===== config.mk =====
export PLATFORM = sky130hd
export DESIGN_NAME = adcsel_top
export DESIGN_NICKNAME = d
export VERILOG_FILES = /design/src/logic/adcsel_pkg.sv /design/src/logic/adcsel_top.sv /design/src/logic/adcsel_decode.sv
export VERILOG_INCLUDE_DIRS = /design/src /design/src/logic
export SDC_FILE = /design/constraint.sdc
export NUM_CORES = 1
export LEC_CHECK = 0
export BUFFER_PORTS_ARGS = -buffer_cell sky130_fd_sc_hd__buf_4
export CAP_MARGIN = 20
export CORE_MARGIN = 2
export CORE_UTILIZATION = 35
export DETAILED_ROUTE_END_ITERATION = 6
export GPL_TIMING_DRIVEN = 0
export SYNTH_ARGS = -nofsm -noshare
export SYNTH_HDL_FRONTEND = slang
export SYNTH_SLANG_ARGS = --single-unit

===== constraint.sdc =====
create_clock -name sys_clk -period 1.8 [get_ports sys_clk]
set_input_delay 0.09 -clock sys_clk [delete_from_list [all_inputs] [get_ports sys_clk]]
set_output_delay 0.09 -clock sys_clk [all_outputs]
set_load 0.05 [all_outputs]

===== src/logic/adcsel_defs.svh =====
// Purpose: constants for the converter input select and sensor offset block
// Assumes: 8-bit paged special-function-register access, 100 MHz core clock
// Notes: page/address pairs, field positions, reset values and timing counts
`ifndef ADCSEL_DEFS_SVH
`define ADCSEL_DEFS_SVH

// register pages and addresses
`define ADCSEL_PAGE_MAIN 4'h0
`define ADCSEL_PAGE_CFG 4'hF
`define ADCSEL_ADDR_CHAN 8'hBB
`define ADCSEL_ADDR_OFFS_HIGH 8'h86
`define ADCSEL_ADDR_OFFS_LOW 8'h85

// field positions
`define ADCSEL_CHAN_MSB 4
`define ADCSEL_OFFS_LOW_LSB 6

// reset values
`define ADCSEL_CHAN_RESET 5'h1F
`define ADCSEL_RDATA_RESET 8'h00

// channel codes
`define ADCSEL_CODE_P0_LAST 5'h07
`define ADCSEL_CODE_P1_FIRST 5'h0D
`define ADCSEL_CODE_P1_LAST 5'h0F
`define ADCSEL_CODE_P2_FIRST 5'h10
`define ADCSEL_CODE_P2_LAST 5'h16
`define ADCSEL_CODE_TEMP 5'h1B
`define ADCSEL_CODE_VDD 5'h1C
`define ADCSEL_CODE_VREG 5'h1D
`define ADCSEL_CODE_VDD_ALT 5'h1E
`define ADCSEL_CODE_GND 5'h1F

// timing: factory trim settle time after reset release
`define ADCSEL_CLK_PERIOD_NS 10
`define ADCSEL_TRIM_SETTLE_NS 40
`define ADCSEL_TRIM_SETTLE_CYC \
  ((`ADCSEL_TRIM_SETTLE_NS + `ADCSEL_CLK_PERIOD_NS - 1) / `ADCSEL_CLK_PERIOD_NS)

`endif


===== src/logic/adcsel_pkg.sv =====
// Purpose: types shared by the input select block
// Assumes: constants live in adcsel_defs.svh
// Notes: state of the top module is one packed struct
package adcsel_pkg;

  typedef enum logic [2:0] {
    SRC_PORT0,
    SRC_PORT1,
    SRC_PORT2,
    SRC_TEMP,
    SRC_VDD,
    SRC_VREG,
    SRC_GND,
    SRC_RSVD
  } adcsel_src_e;

  typedef enum logic [1:0] {
    TRIM_SYNC,
    TRIM_SETTLE,
    TRIM_HOLD
  } adcsel_trim_e;

  typedef struct packed {
    logic [4:0] chan;
    logic [7:0] rdata;
    logic rvalid;
    logic [9:0] offs;
    logic [9:0] trim_s1;
    logic [9:0] trim_s2;
    adcsel_trim_e trim_state;
    logic [2:0] settle_cnt;
    logic loaded;
    adcsel_src_e src;
    logic [2:0] pin;
    logic [7:0] pin_onehot;
    logic cap_discharge;
    logic sensor_drive_en;
    logic sensor_route;
    logic sensor_valid;
    logic sel_reserved;
    logic skip_ground_seen;
  } adcsel_state_s;

endpackage


===== src/logic/adcsel_top.sv =====
// Purpose: converter positive-input select register and sensor offset storage
// Assumes: paged register access on sys_clk; factory offset arrives on pins
// Notes: read data appears one cycle after the read strobe
//
// Behaviour
// channel field 4:0 selects port pins
// codes 11011-11111 select sensor, supplies, ground
// software passes through ground before sensor
// ground selection discharges the sampling capacitor
// sensor output routed as positive input
// disabled sensor is high impedance, data meaningless
// high offset byte holds offset bits 9:2
// offset is production value, software cannot write
// software performs its own offset calibration
// low offset byte: bits 7:6, rest zero
// select bits 7:5 zero, reset selects ground
// reserved codes stored, input undefined
`timescale 1ns/1ps
`include "adcsel_defs.svh"

module adcsel_top (
  input wire logic sys_clk,
  input wire logic sys_rst,
  input wire logic [3:0] sfr_page,
  input wire logic [7:0] sfr_addr,
  input wire logic sfr_wr,
  input wire logic sfr_rd,
  input wire logic [7:0] sfr_wdata,
  output logic [7:0] sfr_rdata,
  output logic sfr_rvalid,
  input wire logic [9:0] temp_offset_value,
  input wire logic temp_sensor_enable,
  output logic [4:0] input_channel_field,
  output adcsel_pkg::adcsel_src_e analog_input_mux,
  output logic [2:0] mux_pin,
  output logic [7:0] mux_pin_onehot,
  output logic cap_discharge,
  output logic sensor_drive_en,
  output logic sensor_route,
  output logic sensor_result_valid,
  output logic sel_reserved,
  output logic skip_ground_seen,
  output logic offset_loaded
);

  localparam logic [2:0] SETTLE_CYC = 3'(`ADCSEL_TRIM_SETTLE_CYC);

  localparam adcsel_pkg::adcsel_state_s ST_RESET = '{
    chan: `ADCSEL_CHAN_RESET,
    rdata: `ADCSEL_RDATA_RESET,
    rvalid: 1'b0,
    offs: 10'h000,
    trim_s1: 10'h000,
    trim_s2: 10'h000,
    trim_state: adcsel_pkg::TRIM_SYNC,
    settle_cnt: 3'h0,
    loaded: 1'b0,
    src: adcsel_pkg::SRC_GND,
    pin: 3'h0,
    pin_onehot: 8'h00,
    cap_discharge: 1'b1,
    sensor_drive_en: 1'b0,
    sensor_route: 1'b0,
    sensor_valid: 1'b0,
    sel_reserved: 1'b0,
    skip_ground_seen: 1'b0
  };

  adcsel_pkg::adcsel_state_s st_reg;
  adcsel_pkg::adcsel_state_s st_next;

  logic hit_chan;
  logic hit_offs_high;
  logic hit_offs_low;
  logic chan_write;
  logic [4:0] chan_next;
  adcsel_pkg::adcsel_src_e dec_src;
  logic [2:0] dec_pin;
  logic [7:0] dec_onehot;

  // address decode: the page must match as well as the address
  assign hit_chan = (sfr_page == `ADCSEL_PAGE_MAIN) && (sfr_addr == `ADCSEL_ADDR_CHAN);
  assign hit_offs_high = (sfr_page == `ADCSEL_PAGE_CFG) && (sfr_addr == `ADCSEL_ADDR_OFFS_HIGH);
  assign hit_offs_low = (sfr_page == `ADCSEL_PAGE_CFG) && (sfr_addr == `ADCSEL_ADDR_OFFS_LOW);
  assign chan_write = sfr_wr && hit_chan;

  // bits 7:5 of a write are dropped; any 5-bit code is stored as written
  assign chan_next = chan_write ? sfr_wdata[`ADCSEL_CHAN_MSB:0] : st_reg.chan;

  adcsel_decode u_decode (
    .code(chan_next),
    .src(dec_src),
    .pin(dec_pin),
    .pin_onehot(dec_onehot)
  );

  always_comb begin
    st_next = st_reg;

    // channel select register and its decoded mux controls
    st_next.chan = chan_next;
    st_next.src = dec_src;
    st_next.pin = dec_pin;
    st_next.pin_onehot = dec_onehot;
    st_next.sel_reserved = (dec_src == adcsel_pkg::SRC_RSVD);
    st_next.cap_discharge = (dec_src == adcsel_pkg::SRC_GND);
    st_next.sensor_route = (dec_src == adcsel_pkg::SRC_TEMP);

    // sensor output stays high impedance while disabled
    st_next.sensor_drive_en = temp_sensor_enable;
    st_next.sensor_valid = temp_sensor_enable && (dec_src == adcsel_pkg::SRC_TEMP);

    // flags a jump onto the sensor that skipped the ground step; set wins
    if (chan_write && chan_next == `ADCSEL_CODE_GND) begin
      st_next.skip_ground_seen = 1'b0;
    end
    if (chan_write && chan_next == `ADCSEL_CODE_TEMP &&
        st_reg.chan != `ADCSEL_CODE_GND && st_reg.chan != `ADCSEL_CODE_TEMP) begin
      st_next.skip_ground_seen = 1'b1;
    end

    // factory offset pins: two-stage synchroniser, then captured once
    st_next.trim_s1 = temp_offset_value;
    st_next.trim_s2 = st_reg.trim_s1;
    case (st_reg.trim_state)
      adcsel_pkg::TRIM_SYNC: begin
        st_next.settle_cnt = 3'h0;
        st_next.trim_state = adcsel_pkg::TRIM_SETTLE;
      end
      adcsel_pkg::TRIM_SETTLE: begin
        if (st_reg.settle_cnt >= SETTLE_CYC - 3'h1) begin
          st_next.offs = st_reg.trim_s2;
          st_next.loaded = 1'b1;
          st_next.trim_state = adcsel_pkg::TRIM_HOLD;
        end else begin
          st_next.settle_cnt = st_reg.settle_cnt + 3'h1;
        end
      end
      adcsel_pkg::TRIM_HOLD: begin
        st_next.offs = st_reg.offs;
      end
      default: begin
        st_next.trim_state = adcsel_pkg::TRIM_SYNC;
      end
    endcase

    // register reads, answered one cycle later; unmapped reads return zero
    st_next.rvalid = sfr_rd;
    st_next.rdata = `ADCSEL_RDATA_RESET;
    if (sfr_rd) begin
      if (hit_chan) begin
        st_next.rdata = {3'h0, st_reg.chan};
      end else if (hit_offs_high) begin
        st_next.rdata = st_reg.offs[9:2];
      end else if (hit_offs_low) begin
        st_next.rdata = {st_reg.offs[1:0], 6'h00};
      end
    end
  end

  always_ff @(posedge sys_clk or posedge sys_rst) begin
    if (sys_rst) begin
      st_reg <= ST_RESET;
    end else begin
      st_reg <= st_next;
    end
  end

  assign sfr_rdata = st_reg.rdata;
  assign sfr_rvalid = st_reg.rvalid;
  assign input_channel_field = st_reg.chan;
  assign analog_input_mux = st_reg.src;
  assign mux_pin = st_reg.pin;
  assign mux_pin_onehot = st_reg.pin_onehot;
  assign cap_discharge = st_reg.cap_discharge;
  assign sensor_drive_en = st_reg.sensor_drive_en;
  assign sensor_route = st_reg.sensor_route;
  assign sensor_result_valid = st_reg.sensor_valid;
  assign sel_reserved = st_reg.sel_reserved;
  assign skip_ground_seen = st_reg.skip_ground_seen;
  assign offset_loaded = st_reg.loaded;

endmodule


===== src/logic/adcsel_decode.sv =====
// Purpose: decode a 5-bit channel code into source class and pin
// Assumes: purely combinational, fed from logic on the same clock
// Notes: reserved codes decode to SRC_RSVD with no pin selected
`timescale 1ns/1ps
`include "adcsel_defs.svh"

module adcsel_decode (
  input wire logic [4:0] code,
  output adcsel_pkg::adcsel_src_e src,
  output logic [2:0] pin,
  output logic [7:0] pin_onehot
);

  logic pin_valid;

  always_comb begin
    src = adcsel_pkg::SRC_RSVD;
    pin = code[2:0];
    pin_valid = 1'b0;
    if (code <= `ADCSEL_CODE_P0_LAST) begin
      src = adcsel_pkg::SRC_PORT0;
      pin_valid = 1'b1;
    end else if (code >= `ADCSEL_CODE_P1_FIRST && code <= `ADCSEL_CODE_P1_LAST) begin
      src = adcsel_pkg::SRC_PORT1;
      pin_valid = 1'b1;
    end else if (code >= `ADCSEL_CODE_P2_FIRST && code <= `ADCSEL_CODE_P2_LAST) begin
      src = adcsel_pkg::SRC_PORT2;
      pin_valid = 1'b1;
    end else begin
      case (code)
        `ADCSEL_CODE_TEMP: src = adcsel_pkg::SRC_TEMP;
        `ADCSEL_CODE_VDD: src = adcsel_pkg::SRC_VDD;
        `ADCSEL_CODE_VREG: src = adcsel_pkg::SRC_VREG;
        `ADCSEL_CODE_VDD_ALT: src = adcsel_pkg::SRC_VDD;
        `ADCSEL_CODE_GND: src = adcsel_pkg::SRC_GND;
        default: src = adcsel_pkg::SRC_RSVD;
      endcase
    end
    if (!pin_valid) begin
      pin = 3'h0;
    end
  end

  genvar g;
  generate
    for (g = 0; g < 8; g = g + 1) begin : g_pin
      assign pin_onehot[g] = pin_valid && (code[2:0] == 3'(g));
    end
  endgenerate

endmodule


==> results.ini <==
[placed_design]
dp_cells=450
place.port_buffers=64
place.gp.congestion=0.869
dp_hpwl_mm=4.55

[grt]
grt_pass1_wl_mm=10.4
top_usage_layer=met2
grt-ovfl-total=0
track_usage_pct=13.5
use_met2_pct=21.7
antenna_found_initial=0
grt_max_degree=29
grt_pass1_vias=2190
grt.met1_usage_pct=17.3
met3_usage_pct=2.93

[setup_path]
reg2reg_slack_ps=130
rr_startpoint=st_reg[21]
worstPathCellList=ha_1, ha_1, a211o_1, buf_4, nor2_1, a22oi_1, o21ai_0
cp.arrival_ps=1930
startpoint_type=flip-flop
cp.depth=7
cpMostUsedCell=ha_1
regToRegEndpoint=st_reg[22]
rr_worst_depth=7
path_buf_inv=1
crit_family=compound AO/OA/AOI/OAI gates
critPathMaxStageDelay_ps=380
crit_required_ps=2060
crit_slowest_cell=dfrtp_1
crit_fanout=5
crit_path_end_kind=flip-flop
path_class=reg2reg

[final_layout]
drive_above_1_share_pct=39.9
seqCellArea_sq_um=1760
syn2layout_area_growth_pct=33.2
finalNonFillerCells=481
largest_reg_flops=25
fillCellCount=817
fin_nets=405
multi_input_area_sq_um=996
postLayoutCoreUtil_pct=47.6
insertedDiodeCount=0

[drt]
drt_iter0_drc=95
post_drt_wl_per_cell_microns=12.6
drt-total-wl_mm=6.07
vias_per_cell=4.69
via_count=2255
drt-pass1-iter-count=4
route.detailed.drc=0
ant_nets=0

[power_and_ir_drop]
power_density_nw_per_um2=760
clkPwrFrac_pct=40.9
p_int_uw=2430
combPwrFrac_pct=7.0
p_total_uw=3120
max-vdd-ir-drop_mv=0.458
p_switching_uw=687
power_leakage_uw=0.00193
sw_frac_of_total_pct=22.0
pwr-share-seq_pct=52.1

[logic_synthesis]
yosysWarningCount=0
synthFlopType=dfrtp_1
synthCells=276
synth-async-reset-ratio_pct=100
synth.distinct_cells=48
synth_nets=313
avgSynthCellArea_sq_um=11.2
netlist_area_sq_um=3080
ys_ff_latch=70
synth_edf_count=0
ys_seq_area_share_pct=57.1

[clock_network]
cts_tree=built
clock_latency_ps=340
cts_root_buf=clkbuf_8
cts_sinks=70
clk_path_buf_depth=2
numCtsBuffers=9
clk_pin_slew_worst_paths_ps=70
htreeDepth=3

[timing]
rsz0062_at_grt=false
finalSetupViolCount=0
tightest_slew_ps=445
fin_crit_ps=1670
finalSetupTns_ps=0
slew_headroom_pct=70.1
report.final.slew_viol_count=0
clock_skew_ps=6.63
hold_viol=0
fmax_mhz=598
timing.final.crit_share_pct=92.9

[floorplan]
core-area_sq_um=8640
die_h_microns=97.9
ios=70
die-width_microns=97.9
fp-row-count=34
start_util_pct=35.7
die_area_sq_um=9580

[run_status]
status=finished, final reports clean

[worst_hold_path]
holdPathEnd=sfr_rdata[7]
min_delay_path_depth=4
worstHoldStart=sfr_addr[6]
min_path_type=in2reg

[run]
drv_cap=0

[cell usage after synthesis, drive strengths merged, types with 3 or more instances]
library cell / instances / area [sq um]
dfrtp: 62 / 1550
buf: 37 / 277
nand2: 29 / 109
nor2: 20 / 75.1
a21oi: 14 / 70.1
mux2: 11 / 128
o21ai: 11 / 55.1
a22oi: 8 / 60.1
dfstp: 8 / 210
inv: 8 / 30.0
clkbuf: 7 / 26.3
nand3: 7 / 35.0
nand4: 6 / 52.6
nor3: 6 / 30.0
nor2b: 5 / 31.3
mux2i: 3 / 46.3
[metrics by stage]
stage               setup slack (ps)  area (sq um)  hold WS [ps]
floorplan                       60.8          3090           121
detailed placement              -188          3740           113
global placement                -142          3700           199
global route                    25.2          4110          72.2
CTS                             26.3          4110          27.2
finish                           127          4110          38.9
[tightest hold or removal path, cell delays in order]
cell and delay, ps:
buf_4 90, nor4bb_1 50, nand2_1 70, nor2_1 40
[placed cells by master (no fill, tap or decap), types with 3 or more instances in the layout]
cell           Yosys  final
o21ai_0           11     10
mux2_2            10     10
nand2_1           29     29
buf_2              5      3
buf_4             29     96
dfstp_2            8      8
nor2_1            20     19
nor3_1             6      6
nand4_1            5      5
a21oi_1           14     14
clkbuf_8           0     11
buf_6              3      3
nand3_1            7      7
clkbuf_1           7      7
a22oi_1            8      8
nor2b_1            5      5
inv_1              7      6
dlygate4sd3_1      0     14
dfrtp_1           62     62
[layout make-up]
cell class	instances	share of cell area, %
clock buffers	13	3.87
flip-flops and latches	70	42.9
multi-input cells	154	24.3
clock inverters	3	1.04
repair buffers	83	16.6
plain buffers	42	7.19
well taps	108	3.29
inverters	8	0.823
[kinds of logic (layout without fill, tap and decap cells)]
group | after synthesis | count (layout) | share of synthesized area (%)
AOI/OAI and AO/OA | 46 | 46 | 9.46
DFF | 70 | 70 | 57.1
adders and majority gates | 2 | 2 | 0.812
muxes | 14 | 14 | 5.64
buffers and inverters | 52 | 149 | 10.8
and+or+nand+nor | 92 | 92 | 16.2
[per-layer routing]
layer	vias up	part of all wire (%)	wire length [microns]
met2	60	50	3010
met3	15	4.3	261
li1	1108	-	-
met5	-	0	0
met4	0	2.7	165
met1	1072	43	2640
[how the worst max path moves through the flow]
stage,to,start
CTS,mux_pin_onehot[6],input_channel_field[1]
global route,st_reg[22],st_reg[21]
floorplan,offset_loaded,st_reg[21]
finish,st_reg[22],st_reg[21]
detailed placement,st_reg[52],st_reg[21]
global placement,st_reg[47],st_reg[21]
[power groups by stage]
stage               registers [uW]  clock network, uW  logic (uW)
finish                        1630               1280         218
global route                  1630               1390         241
CTS                           1630               1310         222
detailed placement            1650                  0         197
global placement              1650                  0         184
floorplan                     1660                  0        91.1
[what timing repair did]
| action | CTS | global route |
|---|---|---|
| hold endpoints to repair | 28 | 0 |
| resized for setup | 2 | 6 |
| pin swaps | 1 | 0 |
| hold buffers | 14 | 0 |
| endpoints found under the setup margin | 9 | 16 |
| setup buffers | 3 | 0 |
No activity file was read; power rests on OpenSTA's default activity.
